===== src/pdsd_pkg.sv =====
package pdsd_pkg;
    // Bit positions of the power-down status parameter word.
    localparam int unsigned PDSD_AVAIL_BIT = 31;
    localparam int unsigned PDSD_POL_BIT = 30;
    localparam int unsigned PDSD_RSVD_BIT = 29;
    localparam int unsigned PDSD_ADDRESSED_BIT = 28;
    localparam int unsigned PDSD_BYTE1_BIT = 27;
    localparam int unsigned PDSD_POS_MSB = 26;
    localparam int unsigned PDSD_POS_LSB = 24;
    localparam int unsigned PDSD_LADDR_MSB = 23;
    localparam int unsigned PDSD_LADDR_LSB = 16;
    localparam int unsigned PDSD_FLAG_8D = 23;
    localparam int unsigned PDSD_FLAG_8S = 22;
    localparam int unsigned PDSD_FLAG_4D = 21;
    localparam int unsigned PDSD_FLAG_4S = 20;
    localparam int unsigned PDSD_DUMMY_MSB = 19;
    localparam int unsigned PDSD_DUMMY_LSB = 16;
    localparam int unsigned PDSD_RDOP_MSB = 15;
    localparam int unsigned PDSD_RDOP_LSB = 8;
    localparam int unsigned PDSD_WROP_MSB = 7;
    localparam int unsigned PDSD_WROP_LSB = 0;
    localparam logic [7:0] PDSD_NO_OPCODE = 8'h00;

    // Host register offsets and reset values.
    localparam logic [7:0] PDSD_OFS_CTRL = 8'h00;
    localparam logic [7:0] PDSD_OFS_STATUS = 8'h04;
    localparam logic [7:0] PDSD_OFS_WORD = 8'h08;
    localparam logic [7:0] PDSD_OFS_RESULT = 8'h0c;
    localparam logic [31:0] PDSD_CTRL_RESET = 32'h0000_0000;

    // Control register fields.
    localparam int unsigned PDSD_CTRL_FETCH = 0;
    localparam int unsigned PDSD_CTRL_CHECK = 1;
    localparam int unsigned PDSD_CTRL_WRITE = 2;
    localparam int unsigned PDSD_CTRL_AW_MSB = 5;
    localparam int unsigned PDSD_CTRL_AW_LSB = 4;
    localparam int unsigned PDSD_CTRL_MODE_MSB = 10;
    localparam int unsigned PDSD_CTRL_MODE_LSB = 8;
    localparam int unsigned PDSD_CTRL_DUM_MSB = 15;
    localparam int unsigned PDSD_CTRL_DUM_LSB = 12;
    localparam int unsigned PDSD_CTRL_WD_MSB = 23;
    localparam int unsigned PDSD_CTRL_WD_LSB = 16;

    // Address widths the host may send.
    localparam logic [1:0] PDSD_AW_8 = 2'h0;
    localparam logic [1:0] PDSD_AW_24 = 2'h1;
    localparam logic [1:0] PDSD_AW_32 = 2'h2;

    typedef enum logic [2:0] {
        PDSD_MODE_111 = 3'b000,
        PDSD_MODE_4S4S4S = 3'b001,
        PDSD_MODE_4S4D4D = 3'b010,
        PDSD_MODE_8S8S8S = 3'b011,
        PDSD_MODE_8D8D8D = 3'b100
    } pdsd_mode_e;

    typedef enum logic [2:0] {
        PDSD_S_IDLE = 3'b000,
        PDSD_S_WAIT_WORD = 3'b001,
        PDSD_S_WAIT_RSP = 3'b010
    } pdsd_state_e;
endpackage


===== src/pdsd_if.sv =====
`timescale 1ns/1ps
interface pdsd_if;
    // Parameter word fetch.
    logic word_req;
    logic word_valid;
    logic [31:0] word_data;
    // Status register command.
    logic cmd_valid;
    logic [7:0] cmd_opcode;
    logic cmd_addr_used;
    logic [1:0] cmd_addr_width;
    logic [31:0] cmd_addr;
    logic [2:0] cmd_mode;
    logic [3:0] cmd_dummy;
    logic [7:0] cmd_wdata;
    // Command answer.
    logic rsp_valid;
    logic rsp_err;
    logic [7:0] rsp_data;

    modport dev (
        input word_req, cmd_valid, cmd_opcode, cmd_addr_used, cmd_addr_width, cmd_addr,
        input cmd_mode, cmd_dummy, cmd_wdata,
        output word_valid, word_data, rsp_valid, rsp_err, rsp_data
    );
    modport host (
        output word_req, cmd_valid, cmd_opcode, cmd_addr_used, cmd_addr_width, cmd_addr,
        output cmd_mode, cmd_dummy, cmd_wdata,
        input word_valid, word_data, rsp_valid, rsp_err, rsp_data
    );
endinterface // pdsd_if


===== src/pdsd_host.sv =====
// The implementer's own choices: the register addresses and the strobed register port.
`timescale 1ns/1ps
module pdsd_host
    import pdsd_pkg::*;
(
    // Clock and reset.
    input wire logic i_core_clk,
    input wire logic i_reset_n,
    // Software register port.
    input wire logic [7:0] i_addr,
    input wire logic [31:0] i_wdata,
    input wire logic i_wr,
    input wire logic i_rd,
    output logic [31:0] o_rdata,
    // Link to the device.
    pdsd_if.host link,
    // Decoded result.
    output logic o_busy,
    output logic o_deep_power_down
);
    pdsd_state_e state;
    pdsd_state_e next_state;
    logic [31:0] ctrl;
    logic [31:0] next_ctrl;
    logic [31:0] word;
    logic [31:0] next_word;
    logic loaded;
    logic next_loaded;
    logic done;
    logic next_done;
    logic err;
    logic next_err;
    logic down;
    logic next_down;
    logic [7:0] raw;
    logic [7:0] next_raw;
    logic [31:0] next_rdata;
    logic next_word_req;
    logic next_cmd_valid;
    logic [7:0] next_opcode;
    logic next_addr_used;
    logic [31:0] next_addr;
    logic [3:0] next_dummy;
    logic [7:0] next_cmd_wdata;
    logic [2:0] mode;
    logic [1:0] aw;
    logic [7:0] rd_op;
    logic [7:0] wr_op;
    logic [7:0] op;
    logic [2:0] pos;
    logic flagged;
    logic ctrl_wr;
    logic start;

    assign ctrl_wr = i_wr && i_addr == PDSD_OFS_CTRL;
    // Commands start only on a control write, so their mode and width come from the write data.
    assign mode = i_wdata[PDSD_CTRL_MODE_MSB:PDSD_CTRL_MODE_LSB];
    assign aw = i_wdata[PDSD_CTRL_AW_MSB:PDSD_CTRL_AW_LSB];
    assign rd_op = word[PDSD_RDOP_MSB:PDSD_RDOP_LSB];
    assign wr_op = word[PDSD_WROP_MSB:PDSD_WROP_LSB];
    assign pos = word[PDSD_POS_MSB:PDSD_POS_LSB];

    always_comb begin
        next_ctrl = ctrl;
        next_state = state;
        next_word = word;
        next_loaded = loaded;
        next_done = done;
        next_err = err;
        next_down = down;
        next_raw = raw;
        next_word_req = 1'b0;
        next_cmd_valid = 1'b0;
        next_opcode = link.cmd_opcode;
        next_addr_used = link.cmd_addr_used;
        next_addr = link.cmd_addr;
        next_dummy = link.cmd_dummy;
        next_cmd_wdata = link.cmd_wdata;
        op = 8'h00;
        start = 1'b0;
        unique case (mode)
            PDSD_MODE_4S4S4S: flagged = word[PDSD_FLAG_4S];
            PDSD_MODE_4S4D4D: flagged = word[PDSD_FLAG_4D];
            PDSD_MODE_8S8S8S: flagged = word[PDSD_FLAG_8S];
            PDSD_MODE_8D8D8D: flagged = word[PDSD_FLAG_8D];
            default: flagged = 1'b0;
        endcase
        if (ctrl_wr) begin
            next_ctrl = i_wdata & ~32'h0000_0007;
        end
        unique case (state)
            PDSD_S_IDLE: begin
                if (ctrl_wr && i_wdata[PDSD_CTRL_FETCH]) begin
                    next_word_req = 1'b1;
                    next_loaded = 1'b0;
                    next_done = 1'b0;
                    next_err = 1'b0;
                    next_state = PDSD_S_WAIT_WORD;
                end else if (ctrl_wr && (i_wdata[PDSD_CTRL_CHECK] || i_wdata[PDSD_CTRL_WRITE])) begin
                    op = i_wdata[PDSD_CTRL_CHECK] ? rd_op : wr_op;
                    next_done = 1'b0;
                    next_err = 1'b1;
                    // The word must be loaded and report the bit before any command goes out.
                    if (loaded && word[PDSD_AVAIL_BIT] && op != PDSD_NO_OPCODE) begin
                        start = 1'b1;
                    end
                    // A byte-1 local address cannot be carried by an 8-bit address.
                    if (word[PDSD_ADDRESSED_BIT] && word[PDSD_BYTE1_BIT] &&
                        aw == PDSD_AW_8) begin
                        start = 1'b0;
                    end
                    if (start) begin
                        next_err = 1'b0;
                        next_cmd_valid = 1'b1;
                        next_opcode = op;
                        next_cmd_wdata = i_wdata[PDSD_CTRL_WD_MSB:PDSD_CTRL_WD_LSB];
                        next_addr_used = word[PDSD_ADDRESSED_BIT];
                        next_addr = 32'h0000_0000;
                        if (word[PDSD_ADDRESSED_BIT]) begin
                            if (word[PDSD_BYTE1_BIT]) begin
                                next_addr[15:8] = word[PDSD_LADDR_MSB:PDSD_LADDR_LSB];
                            end else begin
                                next_addr[7:0] = word[PDSD_LADDR_MSB:PDSD_LADDR_LSB];
                            end
                        end
                        if (i_wdata[PDSD_CTRL_MODE_MSB:PDSD_CTRL_MODE_LSB] == PDSD_MODE_111) begin
                            next_dummy = 4'h0;
                        end else if (!word[PDSD_ADDRESSED_BIT] && flagged) begin
                            next_dummy = word[PDSD_DUMMY_MSB:PDSD_DUMMY_LSB];
                        end else begin
                            // Unflagged modes are still tried, with the software dummy count.
                            next_dummy = i_wdata[PDSD_CTRL_DUM_MSB:PDSD_CTRL_DUM_LSB];
                        end
                        next_state = PDSD_S_WAIT_RSP;
                    end
                end
            end
            PDSD_S_WAIT_WORD: begin
                if (link.word_valid) begin
                    next_word = link.word_data;
                    next_loaded = 1'b1;
                    next_done = 1'b1;
                    next_state = PDSD_S_IDLE;
                end
            end
            PDSD_S_WAIT_RSP: begin
                if (link.rsp_valid || link.rsp_err) begin
                    next_done = 1'b1;
                    next_err = link.rsp_err;
                    if (link.rsp_valid && link.cmd_opcode == rd_op) begin
                        next_raw = link.rsp_data;
                        // Powered down when the bit equals the polarity flag.
                        next_down = (link.rsp_data[pos] == word[PDSD_POL_BIT]);
                    end
                    next_state = PDSD_S_IDLE;
                end
            end
            default: next_state = PDSD_S_IDLE;
        endcase
        next_rdata = 32'h0000_0000;
        if (i_rd) begin
            unique case (i_addr)
                PDSD_OFS_CTRL: next_rdata = ctrl;
                PDSD_OFS_STATUS: next_rdata = {27'h0, down, err, done, loaded,
                    state != PDSD_S_IDLE};
                PDSD_OFS_WORD: next_rdata = word;
                PDSD_OFS_RESULT: next_rdata = {24'h0, raw};
                default: next_rdata = 32'h0000_0000;
            endcase
        end
        if (next_ctrl[PDSD_CTRL_AW_MSB:PDSD_CTRL_AW_LSB] == 2'h3) begin
            next_ctrl[PDSD_CTRL_AW_MSB:PDSD_CTRL_AW_LSB] = PDSD_AW_32;
        end
    end

    always_ff @(posedge i_core_clk) begin
        if (!i_reset_n) begin
            state <= PDSD_S_IDLE;
            ctrl <= PDSD_CTRL_RESET;
            word <= 32'h0000_0000;
            loaded <= 1'b0;
            done <= 1'b0;
            err <= 1'b0;
            down <= 1'b0;
            raw <= 8'h00;
            o_rdata <= 32'h0000_0000;
            o_busy <= 1'b0;
            o_deep_power_down <= 1'b0;
            link.word_req <= 1'b0;
            link.cmd_valid <= 1'b0;
            link.cmd_opcode <= 8'h00;
            link.cmd_addr_used <= 1'b0;
            link.cmd_addr_width <= PDSD_AW_8;
            link.cmd_addr <= 32'h0000_0000;
            link.cmd_mode <= PDSD_MODE_111;
            link.cmd_dummy <= 4'h0;
            link.cmd_wdata <= 8'h00;
        end else begin
            state <= next_state;
            ctrl <= next_ctrl;
            word <= next_word;
            loaded <= next_loaded;
            done <= next_done;
            err <= next_err;
            down <= next_down;
            raw <= next_raw;
            o_rdata <= next_rdata;
            o_busy <= next_state != PDSD_S_IDLE;
            o_deep_power_down <= next_down;
            link.word_req <= next_word_req;
            link.cmd_valid <= next_cmd_valid;
            link.cmd_opcode <= next_opcode;
            link.cmd_addr_used <= next_addr_used;
            link.cmd_addr_width <= next_ctrl[PDSD_CTRL_AW_MSB:PDSD_CTRL_AW_LSB];
            link.cmd_addr <= next_addr;
            link.cmd_mode <= next_ctrl[PDSD_CTRL_MODE_MSB:PDSD_CTRL_MODE_LSB];
            link.cmd_dummy <= next_dummy;
            link.cmd_wdata <= next_cmd_wdata;
        end
    end
endmodule // pdsd_host


===== src/flat_wrapper.sv =====
// flat-port wrapper written by rule: the top's interface ports become plain ports
module pdsd_host_flat import pdsd_pkg::*;
  (i_core_clk, i_reset_n, i_addr, i_wdata, i_wr, i_rd, o_rdata, o_busy, o_deep_power_down, link_word_req, link_cmd_valid, link_cmd_opcode, link_cmd_addr_used, link_cmd_addr_width, link_cmd_addr, link_cmd_mode, link_cmd_dummy, link_cmd_wdata, link_word_valid, link_word_data, link_rsp_valid, link_rsp_err, link_rsp_data);
  pdsd_if link_i ();
  input wire logic i_core_clk;
  input wire logic i_reset_n;
  input wire logic [7:0] i_addr;
  input wire logic [31:0] i_wdata;
  input wire logic i_wr;
  input wire logic i_rd;
  output logic [31:0] o_rdata;
  output logic o_busy;
  output logic o_deep_power_down;
  output wire logic [$bits(link_i.word_req)-1:0] link_word_req;
  output wire logic [$bits(link_i.cmd_valid)-1:0] link_cmd_valid;
  output wire logic [$bits(link_i.cmd_opcode)-1:0] link_cmd_opcode;
  output wire logic [$bits(link_i.cmd_addr_used)-1:0] link_cmd_addr_used;
  output wire logic [$bits(link_i.cmd_addr_width)-1:0] link_cmd_addr_width;
  output wire logic [$bits(link_i.cmd_addr)-1:0] link_cmd_addr;
  output wire logic [$bits(link_i.cmd_mode)-1:0] link_cmd_mode;
  output wire logic [$bits(link_i.cmd_dummy)-1:0] link_cmd_dummy;
  output wire logic [$bits(link_i.cmd_wdata)-1:0] link_cmd_wdata;
  input wire logic [$bits(link_i.word_valid)-1:0] link_word_valid;
  input wire logic [$bits(link_i.word_data)-1:0] link_word_data;
  input wire logic [$bits(link_i.rsp_valid)-1:0] link_rsp_valid;
  input wire logic [$bits(link_i.rsp_err)-1:0] link_rsp_err;
  input wire logic [$bits(link_i.rsp_data)-1:0] link_rsp_data;
  assign link_word_req = link_i.word_req;
  assign link_cmd_valid = link_i.cmd_valid;
  assign link_cmd_opcode = link_i.cmd_opcode;
  assign link_cmd_addr_used = link_i.cmd_addr_used;
  assign link_cmd_addr_width = link_i.cmd_addr_width;
  assign link_cmd_addr = link_i.cmd_addr;
  assign link_cmd_mode = link_i.cmd_mode;
  assign link_cmd_dummy = link_i.cmd_dummy;
  assign link_cmd_wdata = link_i.cmd_wdata;
  assign link_i.word_valid = link_word_valid;
  assign link_i.word_data = link_word_data;
  assign link_i.rsp_valid = link_rsp_valid;
  assign link_i.rsp_err = link_rsp_err;
  assign link_i.rsp_data = link_rsp_data;
  pdsd_host u_core (.i_core_clk(i_core_clk), .i_reset_n(i_reset_n), .i_addr(i_addr), .i_wdata(i_wdata), .i_wr(i_wr), .i_rd(i_rd), .o_rdata(o_rdata), .link(link_i), .o_busy(o_busy), .o_deep_power_down(o_deep_power_down));
endmodule

===== config.mk =====
export PLATFORM = sky130hd
export DESIGN_NAME = pdsd_host_flat
export DESIGN_NICKNAME = d
export VERILOG_FILES = /design/src/pdsd_pkg.sv /design/src/pdsd_if.sv /design/src/pdsd_host.sv /design/src/flat_wrapper.sv
export SDC_FILE = /design/constraint.sdc
export NUM_CORES = 1
export LEC_CHECK = 0
export BUFFER_PORTS_ARGS = -buffer_cell sky130_fd_sc_hd__buf_2
export CORE_MARGIN = 1
export CORE_UTILIZATION = 40
export CTS_CLUSTER_DIAMETER = 120
export DETAILED_ROUTE_END_ITERATION = 10
export GPL_TIMING_DRIVEN = 0
export MAX_ROUTING_LAYER = met4
export PLACE_DENSITY_LB_ADDON = 0.1
export SYNTH_ARGS = -nofsm -noshare
export SYNTH_HDL_FRONTEND = slang
export SYNTH_SLANG_ARGS = --single-unit

===== constraint.sdc =====
create_clock -name i_core_clk -period 2.05 [get_ports i_core_clk]
set_input_delay 0.3075 -clock i_core_clk [delete_from_list [all_inputs] [get_ports i_core_clk]]
set_output_delay 0.3075 -clock i_core_clk [all_outputs]
set_load 0.005 [all_outputs]

Yosys cells after proc, flatten, opt, wreduce, memory -nomap -nowiden
Cells that the tools add are included.
{"block": "word_totals", "elab_cells": 109, "output_inout_bits": 94, "reg_bits": 153}
{"block": "op_classes", "mux": 37, "order_cmp": 1, "bitwise": 4, "n_eq_ne": 16, "n_reduce_logical": 31}
{"operator": "32-bit case mux with 4 select lines", "count": 1}
{"operator": "8-bit 2-to-1 mux", "count": 3}
{"operator": "1-bit 2-to-1 mux", "count": 17}
{"operator": "8-bit by 4-bit equality test with 1-bit output, second input constant", "count": 2}
{"operator": "16-bit 2-to-1 mux", "count": 1}
{"operator": "3-bit 2-to-1 mux", "count": 5}
{"operator": "11-bit 2-to-1 mux", "count": 1}
{"operator": "3-bit by 2-bit equality test with 1-bit output, second input constant", "count": 3}
{"operator": "1-bit logical AND", "count": 9}
{"operator": "3-bit case mux with 3 select lines", "count": 1}
{"operator": "3-bit AND reduction", "count": 3}
{"operator": "3-bit nonzero test", "count": 3}
{"operator": "8-bit by 3-bit equality test with 1-bit output, second input constant", "count": 1}
{"operator": "8-bit equality test", "count": 1}
{"operator": "8-bit zero test", "count": 1}
{"operator": "4-bit 2-to-1 mux", "count": 2}
{"operator": "4-bit AND reduction", "count": 2}
{"operator": "8-bit nonzero test", "count": 1}
{"operator": "3-bit by 1-bit equality test with 1-bit output, second input constant", "count": 2}
{"operator": "3-bit zero test", "count": 2}
{"operator": "2-bit AND reduction", "count": 3}
{"operator": "3-bit by 4-bit less-than comparator with 1-bit output, second input constant", "count": 1}
{"operator": "2-bit by 1-bit != test with 1-bit output, second input constant", "count": 2}
{"operator": "1-bit inverter", "count": 4}
{"operator": "15 further kinds", "count": 18}

Longest topological paths before layout
{"block": "depth", "depth_word": 13, "depth_mapped": 7}

Worst setup path after synthesis
Ideal clock, no wire load.
{"block": "synth_path", "path_kind": "register to register", "startpoint": "reg u_core.state[1]", "endpoint": "reg u_core.link.cmd_dummy[2]", "setup_slack_ns": 0.298, "path_buffers": 2, "path_stages_with_launch": 7, "arrival_time_ns": 1.634, "cell_sequence": "dfxtp_1 buf_2 or3_4 nor3_4 o2111ai_2 buf_2 a32o_1"}
{"block": "synth_via", "elab_chain_len": 2}
{"item": "start, declared", "line_no": "pdsd_host.sv:21", "rtl": "pdsd_state_e state;"}
{"item": "start signal, assigned", "line_no": "pdsd_host.sv:199", "rtl": "state <= next_state;"}
{"item": "3-bit zero test", "line_no": "pdsd_host.sv:91", "rtl": "unique case (state)"}
{"item": "4-bit AND reduction (no source line)"}
{"item": "end signal, assigned", "line_no": "pdsd_host.sv:217", "rtl": "link.cmd_dummy <= next_dummy;"}
{"item": "end, declared", "line_no": "pdsd_if.sv:28", "rtl": "output cmd_mode, cmd_dummy, cmd_wdata,"}
No other way between the ends.
A chain may end at the register's enable or synchronous reset.

Final worst setup path
{"block": "layout_path", "startpoint": "reg u_core.state[1]", "endpoint": "reg u_core.link.cmd_addr[8]"}
{"block": "layout_via", "elab_chain_len": 2}
{"item": "3-bit zero test", "line_no": "pdsd_host.sv:91"}
{"item": "4-bit AND reduction (no source line)"}
{"item": "end signal, assigned", "line_no": "pdsd_host.sv:215", "rtl": "link.cmd_addr <= next_addr;"}
{"item": "end, declared", "line_no": "pdsd_if.sv:27", "rtl": "output word_req, cmd_valid, cmd_opcode, cmd_addr_used, cmd_addr_width, cmd_addr,"}
No other way between the ends.

==> results by group <==
Clock tree
  – Clock-pin transition on the worst setup and hold timing paths: about 0.06 ns
  – Post-CTS Setup Bufs: 0
  – CTS tree: done
  – Clock buffer depth: 2
  – CTS Buf Count: 17
  – Clock latency on the worst-skew pair: roughly 0.42 ns
  – Clk sinks: 148
  – Buffer type at the clock tree root: clkbuf_16
  – H-tree levels: 4

Outcome
  – Run status: complete, no violations

GRT
  – Global-route usage over all layers: between 20% and 30%
  – Number of antenna violations at the first check in global routing: 0
  – Global route total overflow: 0
  – First-pass GRT wire length: between 20 and 30 mm
  – Via count of the first global-routing pass: 5,269
  – Pin count of the biggest net entering global routing: 17

Logic synthesis
  – Share of Yosys cell area claimed by the top area cell type: approximately 50%
  – Compound-gate portion of the synthesized area: 16.5%
  – Sequential share of the synthesized area: about 50%
  – Cell taking the most area after synthesis: dfxtp_1
  – Ys Warns: 0
  – Count of cell types in the netlist: between 40 and 50
  – Synthesized-area fraction occupied by adder cells: 0%
  – Share of flip-flops with an asynchronous set or reset: 0%
  – Cell area after technology mapping: just under 0.006 mm2
  – Post-synthesis mux area share: under 10%
  – Combinational family with the most area after synthesis: simple AND/OR/NAND/NOR gates
  – Number of synthesized flops with an enable pin: 0
  – #FFs+latches synth: about 150
  – Xor-xnor portion of the synthesized cell area: about 1.3%
  – Post-Syn Instances: just under 700
  – Dominant register cell in the synthesized netlist: dfxtp_1
  – Basic-gate share of the synthesized area counting and, or, nand and nor cells: 19.6%
  – Top cells by area in the synthesized netlist: dfxtp_1 (50%), nand2_1 (10%), a21oi_1 (7.5%)
  – Mean instance size in the synthesized netlist: 8.66 um2

Finish
  – Count of non-filler cells in the finished layout: between 1,000 and 1,500
  – Diodes inserted: 0
  – Final instance area: slightly below 0.008 mm2
  – Ratio of cells with drive above 1 in the final layout: 28.9%
  – Number of nets in the final layout: around 980
  – Area Overhead vs Synth: 28.9%
  – Most frequent cells in the layout: buf_2 (173), nand2_1 (164), dfxtp_1 (148)
  – Commonest non-fill, non-tap cell in the layout: buf_2

STA
  – Setup-failing EPs final: 0
  – Final setup skew: between 0.01 and 0.015 ns
  – Tightest Pin Transition: ~0.76 ns
  – Post-layout worst setup margin: 0.124 ns
  – Ratio of final minimum period to clock period: between 90% and 100%
  – Normalized max-slew margin: about half
  – Final count of hold timing violations: 0
  – Post-layout minimum cycle time: 1.93 ns
  – Worst-case hold slack: ~0.12 ns
  – Unrepaired setup endpoints after global routing: true
  – Maximum clock frequency: 519 MHz
  – Slew Limit Fails: 0

Floorplanning
  – Boundary pin count: about 180
  – Core region area: 0.0145 mm2
  – Die width: 124 um
  – Die Y-Extent: around 120 um
  – Site row count: 44
  – Initial Util: between 40% and 50%
  – Full die area: approximately 0.015 mm2

Placement
  – Half-perimeter wire length after detailed placement: between 10 and 15 mm
  – Pre-CTS setup slack: -0.230 ns
  – Area of placed instances: slightly above 0.007 mm2
  – Count of input and output buffers: ~160
  – Post-Place Cells: about 1,100
  – Global placer's final weighted congestion: between 0.8 and 0.9

Pwr
  – LEAKAGE: 3.10 nW
  – Total power: 6.28 mW
  – Power density cells: slightly above 800 mW/mm2
  – VDD IR-drop max: roughly 0.00057 V

Critical path
  – Setup slack on the worst flop-to-flop path: ~0.12 ns
  – RR Startpoint: u_core.state[1]$_SDFF_PN0_
  – Arrival @ worst endpoint: around 2.3 ns
  – Crit path launch type: register
  – Crit-path max FO: 10
  – Classification of the worst setup path: reg -> reg
  – Required time worst endpoint: between 2 and 2.5 ns
  – FF-to-FF End: u_core.link.cmd_addr[8]$_SDFFE_PN0P_
  – Crit end category: register
  – FF-to-FF path depth: 7

Detailed routing
  – Average routed wire per standard cell: roughly 17 um
  – # DRC: 0
  – Via-to-Cell Ratio: 5.08
  – Initial DRC Count: around 280
  – Via count: 5,508
  – Drt first pass iters: 5
  – Total wire length after detailed routing: about 18 mm
  – ANT nets after route: 0

Min path
  – Startpoint of the tightest hold check path: link_word_data[31]
  – Worst hold path class: in -> reg
  – Worst Hold Path Cells: 3
  – Hold Path Sink: u_core.word[31]$_SDFFE_PN0P_

Run
  – Number of maximum-capacitance violations: 0
==> worst max path at each step <==
stage / from / to
global placement: i_addr[5] / u_core.o_rdata[13]$_SDFF_PN0_
detailed placement: i_addr[5] / u_core.o_rdata[17]$_SDFF_PN0_
CTS: u_core.word[12]$_SDFFE_PN0P_ / u_core.link.cmd_addr[8]$_SDFFE_PN0P_
finish: u_core.state[1]$_SDFF_PN0_ / u_core.link.cmd_addr[8]$_SDFFE_PN0P_
global route: u_core.state[1]$_SDFF_PN0_ / u_core.word[20]$_SDFFE_PN0P_
floorplan: u_core.state[1]$_SDFF_PN0_ / u_core.link.cmd_dummy[2]$_SDFFE_PN0P_
==> layer usage <==
metal  global-route usage, %  routed length, um
met5                       -                  0
met3                    5.49               1070
met1                    31.5               8320
met4                    10.2                345
met2                    39.2               8450
==> cells in the mapped netlist (all sizes together) (2+ instances only) <==
library cell / instances
nand4: 12
nand2: 164
inv: 2
mux2: 8
and3: 2
mux4: 3
xnor2: 8
nor3: 8
a31oi: 6
o2111a: 2
nor2: 60
o221a: 2
mux2i: 20
nor2b: 4
nor4: 6
and2: 3
a21oi: 89
dfxtp: 148
buf: 38
a32o: 4
nand3: 9
a22oi: 28
a211oi: 9
clkbuf: 33
o21ai: 5
==> logic make-up (layout without fill, tap and decap cells) <==
logic type | after synthesis | in the layout
AOI/OAI and AO/OA | 153 | 153
xor gates and xnor gates | 9 | 9
buffers and inverters | 74 | 269
DFF | 148 | 148
muxes | 31 | 31
other | 1 | 17
and+or+nand+nor | 273 | 273
==> metrics by stage <==
step / setup TNS, ns / util [%]
detailed placement: -3.63 / 48.7
CTS: 0 / 52.8
global placement: -2.30 / 48.7
finish: 0 / 52.9
floorplan: 0 / -
global route: -0.00998 / 52.9
==> state kept, by name (all words and copies together), names as in the netlist, 3 cells and up <==
signal,cells
u_core.ctrl,28
u_core.link.cmd_addr,16
u_core.link.cmd_dummy,4
u_core.link.cmd_opcode,8
u_core.link.cmd_wdata,8
u_core.o_rdata,32
u_core.raw,8
u_core.state,3
u_core.word,32
==> critical path: stages, from the launching register on <==
cell,delay (ns)
dfxtp_1,0.29
buf_2,0.16
or3_4,0.41
nor3_4,0.23
o2111a_4,0.30
buf_6,0.17
nand4_1,0.13
a21oi_1,0.16
==> power by group <==
part           total, mW  internal (mW)  switching, mW
clock               3.15           1.97           1.18
combinational      0.247          0.108          0.139
sequential          2.88           2.88        0.00232
total               6.28           4.95           1.32
==> what timing repair did <==
| item | in CTS | in global routing |
|---|---|---|
| hold buffers | 0 | 0 |
| endpoints found under the setup margin | 22 | 30 |
| gates cloned | 0 | 0 |
| gates resized for setup | 3 | 8 |
| pin swaps | 0 | 0 |
==> area by class of cell <==
type	count	area [um2]
plain buffers	71	405
multi-input cells	483	2670
repair buffers	164	821
flip-flops and latches	148	2960
clock inverters	9	129
clock buffers	22	464
well taps	184	230
inverters	3	11.3
fillers	1460	6840
Note: power is estimated with default switching activity, not from simulation.
